File: src/pkg/pal_params.svh
`ifndef PAL_PARAMS_SVH
`define PAL_PARAMS_SVH
// ****************************************
// Register offsets and fields
// ****************************************
`define PAL_OFS_BMC 5'h00
`define PAL_OFS_LDC 5'h18
`define PAL_OFS_PCC 5'h19
`define PAL_BMC_ISO_BIT 10
`define PAL_PCC_ADDR_MSB 4
`define PAL_PCC_CFG0_BIT 5
`define PAL_PCC_CFG1_BIT 6
`define PAL_LDC_VAL_LSB 0
`define PAL_LDC_EN_LSB 3
// ****************************************
// Reset values and counts
// ****************************************
`define PAL_ADDR_DEFAULT 5'h01
`define PAL_ADDR_ISO 5'h00
`define PAL_NLP_MIN 3'h7
`define PAL_CLK_KHZ 40000
`define PAL_LINK_LOSS_US 50000
`define PAL_BLINK_US 100000
`endif

File: src/pkg/pal_pkg.sv
package pal_pkg;
    typedef struct packed {
        logic req;
        logic wr;
        logic [4:0] phy;
        logic [4:0] reg_idx;
        logic [15:0] wdata;
    } pal_mgmt_req_s;
    typedef struct packed {
        logic tx_clk;
        logic rx_clk;
        logic rx_dv;
        logic rx_er;
        logic [3:0] rxd;
        logic col;
        logic crs;
    } pal_mii_out_s;
    typedef struct packed {
        logic sig_detect;
        logic nlp;
        logic pkt_10;
        logic speed_100;
        logic full_dup;
        logic tx_act;
        logic rx_act;
        logic coll;
    } pal_line_s;
    typedef enum logic [1:0] {
        PAL_MODE1 = 2'b01,
        PAL_MODE2 = 2'b00,
        PAL_MODE3 = 2'b10
    } pal_mode_e;
endpackage

File: src/logic/pal_ctrl.sv
`timescale 1ns/1ps
`include "pal_params.svh"
module pal_ctrl #(
    parameter int LOSS_CYC = `PAL_LINK_LOSS_US * (`PAL_CLK_KHZ / 1000),
    parameter int BLINK_CYC = `PAL_BLINK_US * (`PAL_CLK_KHZ / 1000)
) (
    input wire logic ref_clk,
    input wire logic rst,
    input pal_pkg::pal_mgmt_req_s mgmt_req,
    output logic mgmt_ack,
    output logic [15:0] mgmt_rdata,
    input wire logic [3:0] rxd_in,
    input wire logic col_in,
    input pal_pkg::pal_mii_out_s mii_int,
    output pal_pkg::pal_mii_out_s mii_out,
    output logic mii_oe,
    input wire logic tx_en_in,
    input wire logic [3:0] txd_in,
    output logic tx_en_core,
    output logic [3:0] txd_core,
    output logic line_pkt_enable,
    input pal_pkg::pal_line_s line,
    output logic link_good,
    input wire logic indicator_mode_select_strap,
    input wire logic [2:0] led_in,
    output logic [2:0] led_out,
    output logic [2:0] led_oe
);
    import pal_pkg::*;

    // ****************************************
    // Strap capture
    // ****************************************
    logic rst_q_reg;
    logic [4:0] addr_reg;
    logic [4:0] addr_next;
    logic strap_iso_reg;
    logic [2:0] led_pol_reg;
    logic [1:0] cfg_reg;
    logic [1:0] cfg_next;
    logic bmc_iso_reg;
    logic bmc_iso_next;
    logic [5:0] ldc_reg;
    logic [5:0] ldc_next;
    wire logic capture = rst_q_reg & ~rst;
    wire logic [4:0] strap_addr = {rxd_in, col_in};

    // ****************************************
    // Management access
    // ****************************************
    wire logic hit = mgmt_req.req & (mgmt_req.phy == addr_reg);
    wire logic wr_hit = hit & mgmt_req.wr;
    wire logic sel_bmc = mgmt_req.reg_idx == `PAL_OFS_BMC;
    wire logic sel_ldc = mgmt_req.reg_idx == `PAL_OFS_LDC;
    wire logic sel_pcc = mgmt_req.reg_idx == `PAL_OFS_PCC;
    logic [15:0] rd_val;
    always_comb begin
        rd_val = 16'h0000;
        if (sel_bmc) begin
            rd_val[`PAL_BMC_ISO_BIT] = bmc_iso_reg;
        end else if (sel_ldc) begin
            rd_val[5:0] = ldc_reg;
        end else if (sel_pcc) begin
            rd_val[`PAL_PCC_ADDR_MSB:0] = addr_reg;
            rd_val[`PAL_PCC_CFG1_BIT:`PAL_PCC_CFG0_BIT] = cfg_reg;
        end
    end
    // Address write never touches the strap isolate flag
    assign addr_next = (wr_hit & sel_pcc) ? mgmt_req.wdata[`PAL_PCC_ADDR_MSB:0] : addr_reg;
    assign cfg_next = (wr_hit & sel_pcc) ?
        mgmt_req.wdata[`PAL_PCC_CFG1_BIT:`PAL_PCC_CFG0_BIT] : cfg_reg;
    assign bmc_iso_next = (wr_hit & sel_bmc) ? mgmt_req.wdata[`PAL_BMC_ISO_BIT] : bmc_iso_reg;
    assign ldc_next = (wr_hit & sel_ldc) ? mgmt_req.wdata[5:0] : ldc_reg;

    always_ff @(posedge ref_clk) begin
        if (rst) begin
            rst_q_reg <= 1'b1;
            addr_reg <= `PAL_ADDR_DEFAULT;
            strap_iso_reg <= 1'b0;
            led_pol_reg <= 3'h0;
            cfg_reg <= 2'b01;
            bmc_iso_reg <= 1'b0;
            ldc_reg <= 6'h00;
            mgmt_ack <= 1'b0;
            mgmt_rdata <= 16'h0000;
        end else begin
            rst_q_reg <= 1'b0;
            mgmt_ack <= hit;
            mgmt_rdata <= hit ? rd_val : 16'h0000;
            bmc_iso_next_apply: begin
            end
            bmc_iso_reg <= bmc_iso_next;
            ldc_reg <= ldc_next;
            if (capture) begin
                addr_reg <= strap_addr;
                strap_iso_reg <= strap_addr == `PAL_ADDR_ISO;
                led_pol_reg <= led_in;
                cfg_reg <= {cfg_reg[1], indicator_mode_select_strap};
            end else begin
                addr_reg <= addr_next;
                cfg_reg <= cfg_next;
            end
        end
    end

    // ****************************************
    // Isolate
    // ****************************************
    wire logic isolate = strap_iso_reg | bmc_iso_reg;
    always_ff @(posedge ref_clk) begin
        if (rst) begin
            mii_out <= '0;
            mii_oe <= 1'b0;
            tx_en_core <= 1'b0;
            txd_core <= 4'h0;
            line_pkt_enable <= 1'b0;
        end else begin
            // Pins stay inputs through the capture cycle so straps read cleanly
            mii_out <= mii_int;
            mii_oe <= ~isolate & ~capture;
            tx_en_core <= tx_en_in & ~isolate;
            txd_core <= isolate ? 4'h0 : txd_in;
            line_pkt_enable <= ~isolate;
        end
    end

    // ****************************************
    // Link detection
    // ****************************************
    // Runs regardless of isolate; isolate cuts off only the MII side and line_pkt_enable
    logic [2:0] nlp_cnt_reg;
    logic [31:0] loss_cnt_reg;
    wire logic sig_seen = line.speed_100 ? line.sig_detect : (line.nlp | line.pkt_10);
    wire logic link_up = line.speed_100 ? line.sig_detect :
        (line.pkt_10 | (line.nlp & (nlp_cnt_reg >= `PAL_NLP_MIN - 3'h1)));
    wire logic loss_exp = loss_cnt_reg >= 32'(LOSS_CYC - 1);
    always_ff @(posedge ref_clk) begin
        if (rst) begin
            nlp_cnt_reg <= 3'h0;
            loss_cnt_reg <= 32'h0000_0000;
            link_good <= 1'b0;
        end else begin
            loss_cnt_reg <= (sig_seen | loss_exp) ? 32'h0000_0000 : loss_cnt_reg + 32'h0000_0001;
            if (loss_exp | line.speed_100) begin
                nlp_cnt_reg <= 3'h0;
            end else if (line.nlp & (nlp_cnt_reg != `PAL_NLP_MIN)) begin
                nlp_cnt_reg <= nlp_cnt_reg + 3'h1;
            end
            if (link_up) begin
                link_good <= 1'b1;
            end else if (loss_exp) begin
                link_good <= 1'b0;
            end
        end
    end

    // ****************************************
    // Indicators
    // ****************************************
    // Fixed period, long enough to be visible by eye
    logic [31:0] blink_cnt_reg;
    logic blink_reg;
    wire logic act = line.tx_act | line.rx_act;
    always_ff @(posedge ref_clk) begin
        if (rst | ~act) begin
            blink_cnt_reg <= 32'h0000_0000;
            blink_reg <= 1'b0;
        end else if (blink_cnt_reg >= 32'(BLINK_CYC - 1)) begin
            blink_cnt_reg <= 32'h0000_0000;
            blink_reg <= ~blink_reg;
        end else begin
            blink_cnt_reg <= blink_cnt_reg + 32'h0000_0001;
        end
    end

    wire logic coll_src = (~line.speed_100 & ~line.full_dup) ? mii_int.col : line.coll;
    pal_mode_e mode;
    assign mode = cfg_reg[0] ? PAL_MODE1 : pal_mode_e'(cfg_reg);
    logic [2:0] led_val;
    always_comb begin
        led_val[1] = line.speed_100;
        case (mode)
            PAL_MODE1: begin
                led_val[0] = link_good;
                led_val[2] = act;
            end
            PAL_MODE2: begin
                led_val[0] = link_good & ~(act & blink_reg);
                led_val[2] = coll_src;
            end
            default: begin
                led_val[0] = link_good & ~(act & blink_reg);
                led_val[2] = line.full_dup;
            end
        endcase
    end

    genvar gi;
    generate
        for (gi = 0; gi < 3; gi++) begin : g_led
            wire logic eff = ldc_reg[`PAL_LDC_EN_LSB + gi] ?
                ldc_reg[`PAL_LDC_VAL_LSB + gi] : led_val[gi];
            always_ff @(posedge ref_clk) begin
                if (rst) begin
                    led_out[gi] <= 1'b0;
                    led_oe[gi] <= 1'b0;
                end else begin
                    led_out[gi] <= eff ^ led_pol_reg[gi];
                    led_oe[gi] <= ~capture;
                end
            end
        end
    endgenerate

    // ****************************************
    // Checks
    // ****************************************
    property p_addr_filter;
        @(posedge ref_clk) disable iff (rst)
        mgmt_req.req && mgmt_req.phy != addr_reg |=> !mgmt_ack;
    endproperty
    a_addr_filter: assert property (p_addr_filter) else $error("ack at foreign address");

    property p_strap_cap;
        @(posedge ref_clk) disable iff (rst)
        capture |=> addr_reg == $past(strap_addr) && led_pol_reg == $past(led_in);
    endproperty
    a_strap_cap: assert property (p_strap_cap) else $error("straps not captured");

    property p_zero_iso;
        @(posedge ref_clk) disable iff (rst)
        capture && strap_addr == 5'h00 |=> ##1 !mii_oe && !line_pkt_enable;
    endproperty
    a_zero_iso: assert property (p_zero_iso) else $error("zero strap not isolated");

    property p_wr_zero;
        @(posedge ref_clk) disable iff (rst)
        !isolate && wr_hit && sel_pcc && mgmt_req.wdata[4:0] == 5'h00 && !(wr_hit && sel_bmc)
        |=> !isolate && addr_reg == 5'h00;
    endproperty
    a_wr_zero: assert property (p_wr_zero) else $error("address write isolated");

    property p_iso_tx;
        @(posedge ref_clk) disable iff (rst)
        isolate |=> !tx_en_core && !mii_oe;
    endproperty
    a_iso_tx: assert property (p_iso_tx) else $error("isolate leaks MII");

    property p_iso_mgmt;
        @(posedge ref_clk) disable iff (rst)
        isolate && hit |=> mgmt_ack;
    endproperty
    a_iso_mgmt: assert property (p_iso_mgmt) else $error("isolate blocks management");

    property p_rate;
        @(posedge ref_clk) disable iff (rst)
        !capture && !ldc_reg[`PAL_LDC_EN_LSB + 1] |=> led_out[1] == ($past(line.speed_100) ^ led_pol_reg[1]);
    endproperty
    a_rate: assert property (p_rate) else $error("rate indicator wrong");

    property p_link_hold;
        @(posedge ref_clk) disable iff (rst)
        link_good && !loss_exp |=> link_good;
    endproperty
    a_link_hold: assert property (p_link_hold) else $error("link dropped early");
endmodule

File: config.mk
export PLATFORM = sky130hd
export DESIGN_NAME = pal_ctrl
export DESIGN_NICKNAME = d
export VERILOG_FILES = /design/src/pkg/pal_pkg.sv /design/src/logic/pal_ctrl.sv
export VERILOG_INCLUDE_DIRS = /design/src /design/src/pkg
export SDC_FILE = /design/constraint.sdc
export NUM_CORES = 1
export LEC_CHECK = 0
export BUFFER_PORTS_ARGS = -buffer_cell sky130_fd_sc_hd__buf_2
export CORE_UTILIZATION = 53
export DETAILED_ROUTE_END_ITERATION = 8
export GPL_TIMING_DRIVEN = 0
export PLACE_DENSITY = 0.86
export SETUP_SLACK_MARGIN = 0.02
export SYNTH_ARGS = -nofsm -noshare
export SYNTH_HDL_FRONTEND = slang
export SYNTH_SLANG_ARGS = --single-unit
File: constraint.sdc
create_clock -name ref_clk -period 2.2 [get_ports ref_clk]
set_clock_uncertainty 0.1 [all_clocks]
set_input_delay 0.44 -clock ref_clk [delete_from_list [all_inputs] [get_ports ref_clk]]
set_output_delay 0.44 -clock ref_clk [all_outputs]
set_load 0.02 [all_outputs]
[After elaboration in Yosys (flattened, before gate mapping)]
Index checks and enable logic that the tools add are counted.
Word-level totals
  register bits after elaboration: 126
  logic and storage cells: 109
  bits of input ports: 62
Operators by class
  add/subtract/negate cells: 3
  bitwise logic cells: 34
  muxes and demuxes: 18
  reduce and logical (&&, ||, !) cells: 13
  equal/unequal tests: 5
  $lt $le $gt $ge: 3
Operators by type and width (number)
  32-bit by 1-bit adder with 32-bit output (second input constant): 2
  32-bit by 21-bit >= comparator with 1-bit output (second input constant): 1
  32-bit by 22-bit >= comparator with 1-bit output (second input constant): 1
  1-bit AND: 13
  1-bit two-way mux: 12
  1-bit NOT: 11
  5-bit equality test (second input constant): 2
  5-bit logical NOT: 2
  5-bit two-way mux: 2
  2-bit OR reduction: 4
  7-bit two-way mux: 1
  1-bit bitwise OR: 7
  6-bit two-way mux: 1
  3-bit OR reduction: 2
  5-bit equality test: 1
  5-bit OR reduction: 1
  2-bit nonzero test: 2
  3-bit by 1-bit adder with 3-bit output (second input constant): 1
  3-bit >= comparator (second input constant): 1
  3-bit inequality test (second input constant): 1
  1-bit bitwise XOR: 3
  2-bit by 1-bit equality test with 1-bit output (second input constant): 1
  2-bit logical NOT: 1
  2-bit two-way mux: 1
  other kinds (2): 2

[Depth between registers and ports, before layout]
  depth in word-level cells: 7
  gate-level depth with buffers: 7
  gate-level depth less buffers: 6

[Worst setup path before layout]
No wires, ideal clock.
  path type: input-to-reg
  start: in mgmt_req[20] (netlist name)
  end: reg addr_reg[4]
  required time: 1.997 ns
  data arrival time: 1.900 ns
  stages on the path: 6
  path buffers: 1
  path slack: 0.096 ns
  cell sequence: nand2_1 nor4b_4 or3b_1 buf_2 nor3b_1 a2111oi_2
On the way
  word-level cells in the longest chain between the ends: 3
RTL lines
  start, declared: line pal_ctrl.sv:9  | input pal_pkg::pal_mgmt_req_s mgmt_req,
  5-bit equality test (no source line)
  1-bit AND: line pal_ctrl.sv:69  | assign addr_next = (wr_hit & sel_pcc) ? mgmt_req.wdata[`PAL_PCC_ADDR_MSB:0] : addr_reg;
  2-bit nonzero test (no source line)
  end signal, assigned: line pal_ctrl.sv:78  | addr_reg <= `PAL_ADDR_DEFAULT;
  end signal, assigned: line pal_ctrl.sv:95  | addr_reg <= strap_addr;
  end signal, assigned: line pal_ctrl.sv:100  | addr_reg <= addr_next;
  end, declared: line pal_ctrl.sv:35  | logic [4:0] addr_reg;
Every way passes these cells.
A chain may end at the register's enable or synchronous reset.

[Final worst setup path]
  start: reg blink_cnt_reg[14]
  end: reg blink_reg
On the way
  word-level cells in the longest chain between the ends: 1
RTL lines
  start, declared: line pal_ctrl.sv:161  | logic [31:0] blink_cnt_reg;
  start signal, assigned: line pal_ctrl.sv:172  | blink_cnt_reg <= blink_cnt_reg + 32'h0000_0001;
  32-bit by 22-bit >= comparator with 1-bit output: line pal_ctrl.sv:168  | end else if (blink_cnt_reg >= 32'(BLINK_CYC - 1)) begin
  end signal, assigned: line pal_ctrl.sv:170  | blink_reg <= ~blink_reg;
  end, declared: line pal_ctrl.sv:162  | logic blink_reg;
Every way passes these cells.

==> results_dict.tcl <==
set metrics [dict create \
    timing.final.ws_setup_ns 0.02551 \
    wl_per_cell_um 15.04 \
    fin_cells 721 \
    preCtsSetupSlack_ns -0.2139 \
    die_area_um2 8920 \
    fillCellCount 538 \
    path_class "reg2reg" \
    p_total_uw 5341 \
    cp.buffers_inverters 1 \
    grt_overflow 0 \
    endpoint_kind "register" \
    grtUsageTotal 0.2498 \
    synth_edf_count 0 \
    netlist_area_um2 4529 \
    ys_types 46 \
    ys_top_cells_by_count "118 x dfxtp_1, 75 x nor2_1, 27 x nand3_1, 27 x xor2_1, 20 x xnor2_1" \
    grt_pass1_wl_mm 16.86 \
    clk_pin_slew_ns 0.06 \
    seq_area_frac_synth 0.5215 \
    num_rows 33 \
    ys_ff_latch 118 \
    yosysMostFrequentCell "dfxtp_1" \
    nets 668 \
    cp_slowest_cell "or4_4" \
    synth.area.top_cells "dfxtp_1 52%, nor2_1 6.2%, xor2_1 5.2%" \
    stdcell_area_um2 5939 \
    drt-initial-drc-count 176 \
    cp-start-kind "register" \
    power_density_nw_per_um2 899.2 \
    cap_violations 0 \
    setup_viol 0 \
    cts_sinks 118 \
    crit_fanout 4 \
    finalWirelength_mm 10.85 \
    clk_latency_ns 0.52 \
    critPathMostFrequentCell "or4_4" \
    finalCriticalPeriod_ns 2.174 \
    vias_per_cell 5.376 \
    die_h_um 94.45 \
    io_pins 103 \
    worstPathRequired_ns 2.54 \
    clockRootBuffer "clkbuf_8" \
    crit_family "simple AND/OR/NAND/NOR gates" \
    cts_buffer_depth 2 \
    grt_pass1_vias 3682 \
    cts_buffers 17 \
    dp_hpwl_mm 7.010 \
    antenna_found_initial 0 \
    worst_pin_slew_ns 0.6237 \
    period_share 0.9884 \
    dieWidth_um 94.45 \
    ir_worst_vdd_v 0.0006832 \
    layout-drive-gt1-share 0.2585 \
    synth_top_cell_by_area "dfxtp_1" \
    grt_max_degree 17 \
    synth-main-ff-cell "dfxtp_1" \
    p_leak_uw 0.002457 \
    cts_tree "done" \
    fmax_mhz 459.9 \
    core_um2 8258 \
    hp-class "in2reg" \
    dp_cells 685 \
    yosysWarnings 0 \
    synth.avg_cell_area_um2 9.699 \
    rsz0062_at_grt "yes" \
    htree_levels 4 \
    place.gp.congestion 0.8186 \
    maxSlewHeadroom 0.5804 \
    async_flop_share 0 \
    start_util 0.5485 \
    vias 3876 \
    synthToLayoutAreaGrowth_pct 31.13 \
    synth_top_area_frac 0.5215 \
    slew_violations 0 \
    firstDrtPassIters 5 \
    run_status "completed" \
    drc 0 \
    fin_hold_ws_ns 0.02263 \
    critPathMaxStageDelay_ns 0.56 \
    io_buffers 85 \
    syn_inst 467 \
    timing.critical_path.cells "or4_4 > or4_4 > o221ai_4 > buf_6 > nand3_1 > a211oi_2" \
    placed_area_um2 5191 \
    hold_viol_final 0 \
    ant_nets 0 \
    arrival_ns 2.51 \
]
cells in the final DEF, fill, tap and decap left out, drive strengths merged, types with 6 or more instances in the layout:
cell type,n
nor2,75
nand3,27
buf,103
dfxtp,118
nor2b,12
clkbuf,28
and3,10
mux2i,14
a22oi,6
inv,10
xor2,27
nand4,11
clkinv,6
xnor2,20
nand2,19
nor3,18
nor4,20
conb,29
worst register-to-register path, cell delays in order (launching register included):
cell and delay, ns:
dfxtp_2 0.34, or4_4 0.56, or4_4 0.45, o221ai_4 0.24
buf_6 0.13, nand3_1 0.08, a211oi_2 0.21
cell type report:
type,instances,area (um2),area share
flip-flops and latches,118,2371,0.3992
multi-input cells,343,2165,0.3644
repair buffers,89,461.7,0.07773
clock buffers,18,417.9,0.07036
clock inverters,14,201.4,0.03392
plain buffers,25,158.9,0.02675
well taps,105,131.4,0.02212
inverters,8,30.03,0.005056
diodes,1,2.502,0.0004213
kinds of logic after synthesis:
family	Yosys count	synth area share
buffers and inverters	34	0.03923
xor gates and xnor gates	47	0.09089
adders and majority gates	4	0.01105
AOI/OAI and AO/OA	26	0.04889
muxes	14	0.03094
DFF	118	0.5215
other	1	0.0008279
and+or+nand+nor	223	0.2566
repair_timing:
| item | 4_1_cts | 5_1_grt |
|---|---|---|
| resized for setup | 1 | 28 |
| hold buffers | 0 | 1 |
| endpoints found under the hold margin | 0 | 1 |
| endpoints found under the setup margin | 1 | 37 |
| setup buffers | 0 | 3 |
| pin swaps | 1 | 7 |
through the flow:
stage | utilization | setup TNS (ns)
2_1_floorplan | - | 0
3_5_place_dp | 0.6286 | -0.5589
5_1_grt | 0.7189 | -0.1662
3_3_place_gp | 0.6286 | -0.3319
6_report | 0.7192 | 0
4_1_cts | 0.7038 | 0
final timing paths:
kind                            depth (start not counted)  slack [ns]              end              start
worst max-delay path                                    6        0.03        blink_reg  blink_cnt_reg[14]
worst min-delay path                                    2        0.02       mii_out[7]         mii_int[7]
worst max register to register                          6        0.03        blink_reg  blink_cnt_reg[14]
worst min register to register                          1        0.39  loss_cnt_reg[0]    loss_cnt_reg[0]
layer usage:
metal  wire, um  global-route usage  up-vias
met5          0                   0        -
met4        336              0.1333        0
met3        746             0.08454       36
met2       5596              0.4227      162
met1       4166              0.2757     1818
li1           -                   -     1860
power by group:
| group | switching (uW) | total, uW | internal, uW |
|---|---|---|---|
| clock | 990 | 2840 | 1850 |
| combinational | 160 | 277 | 117 |
| sequential | 26.7 | 2220 | 2200 |
No activity file was read; power rests on OpenSTA's default activity.
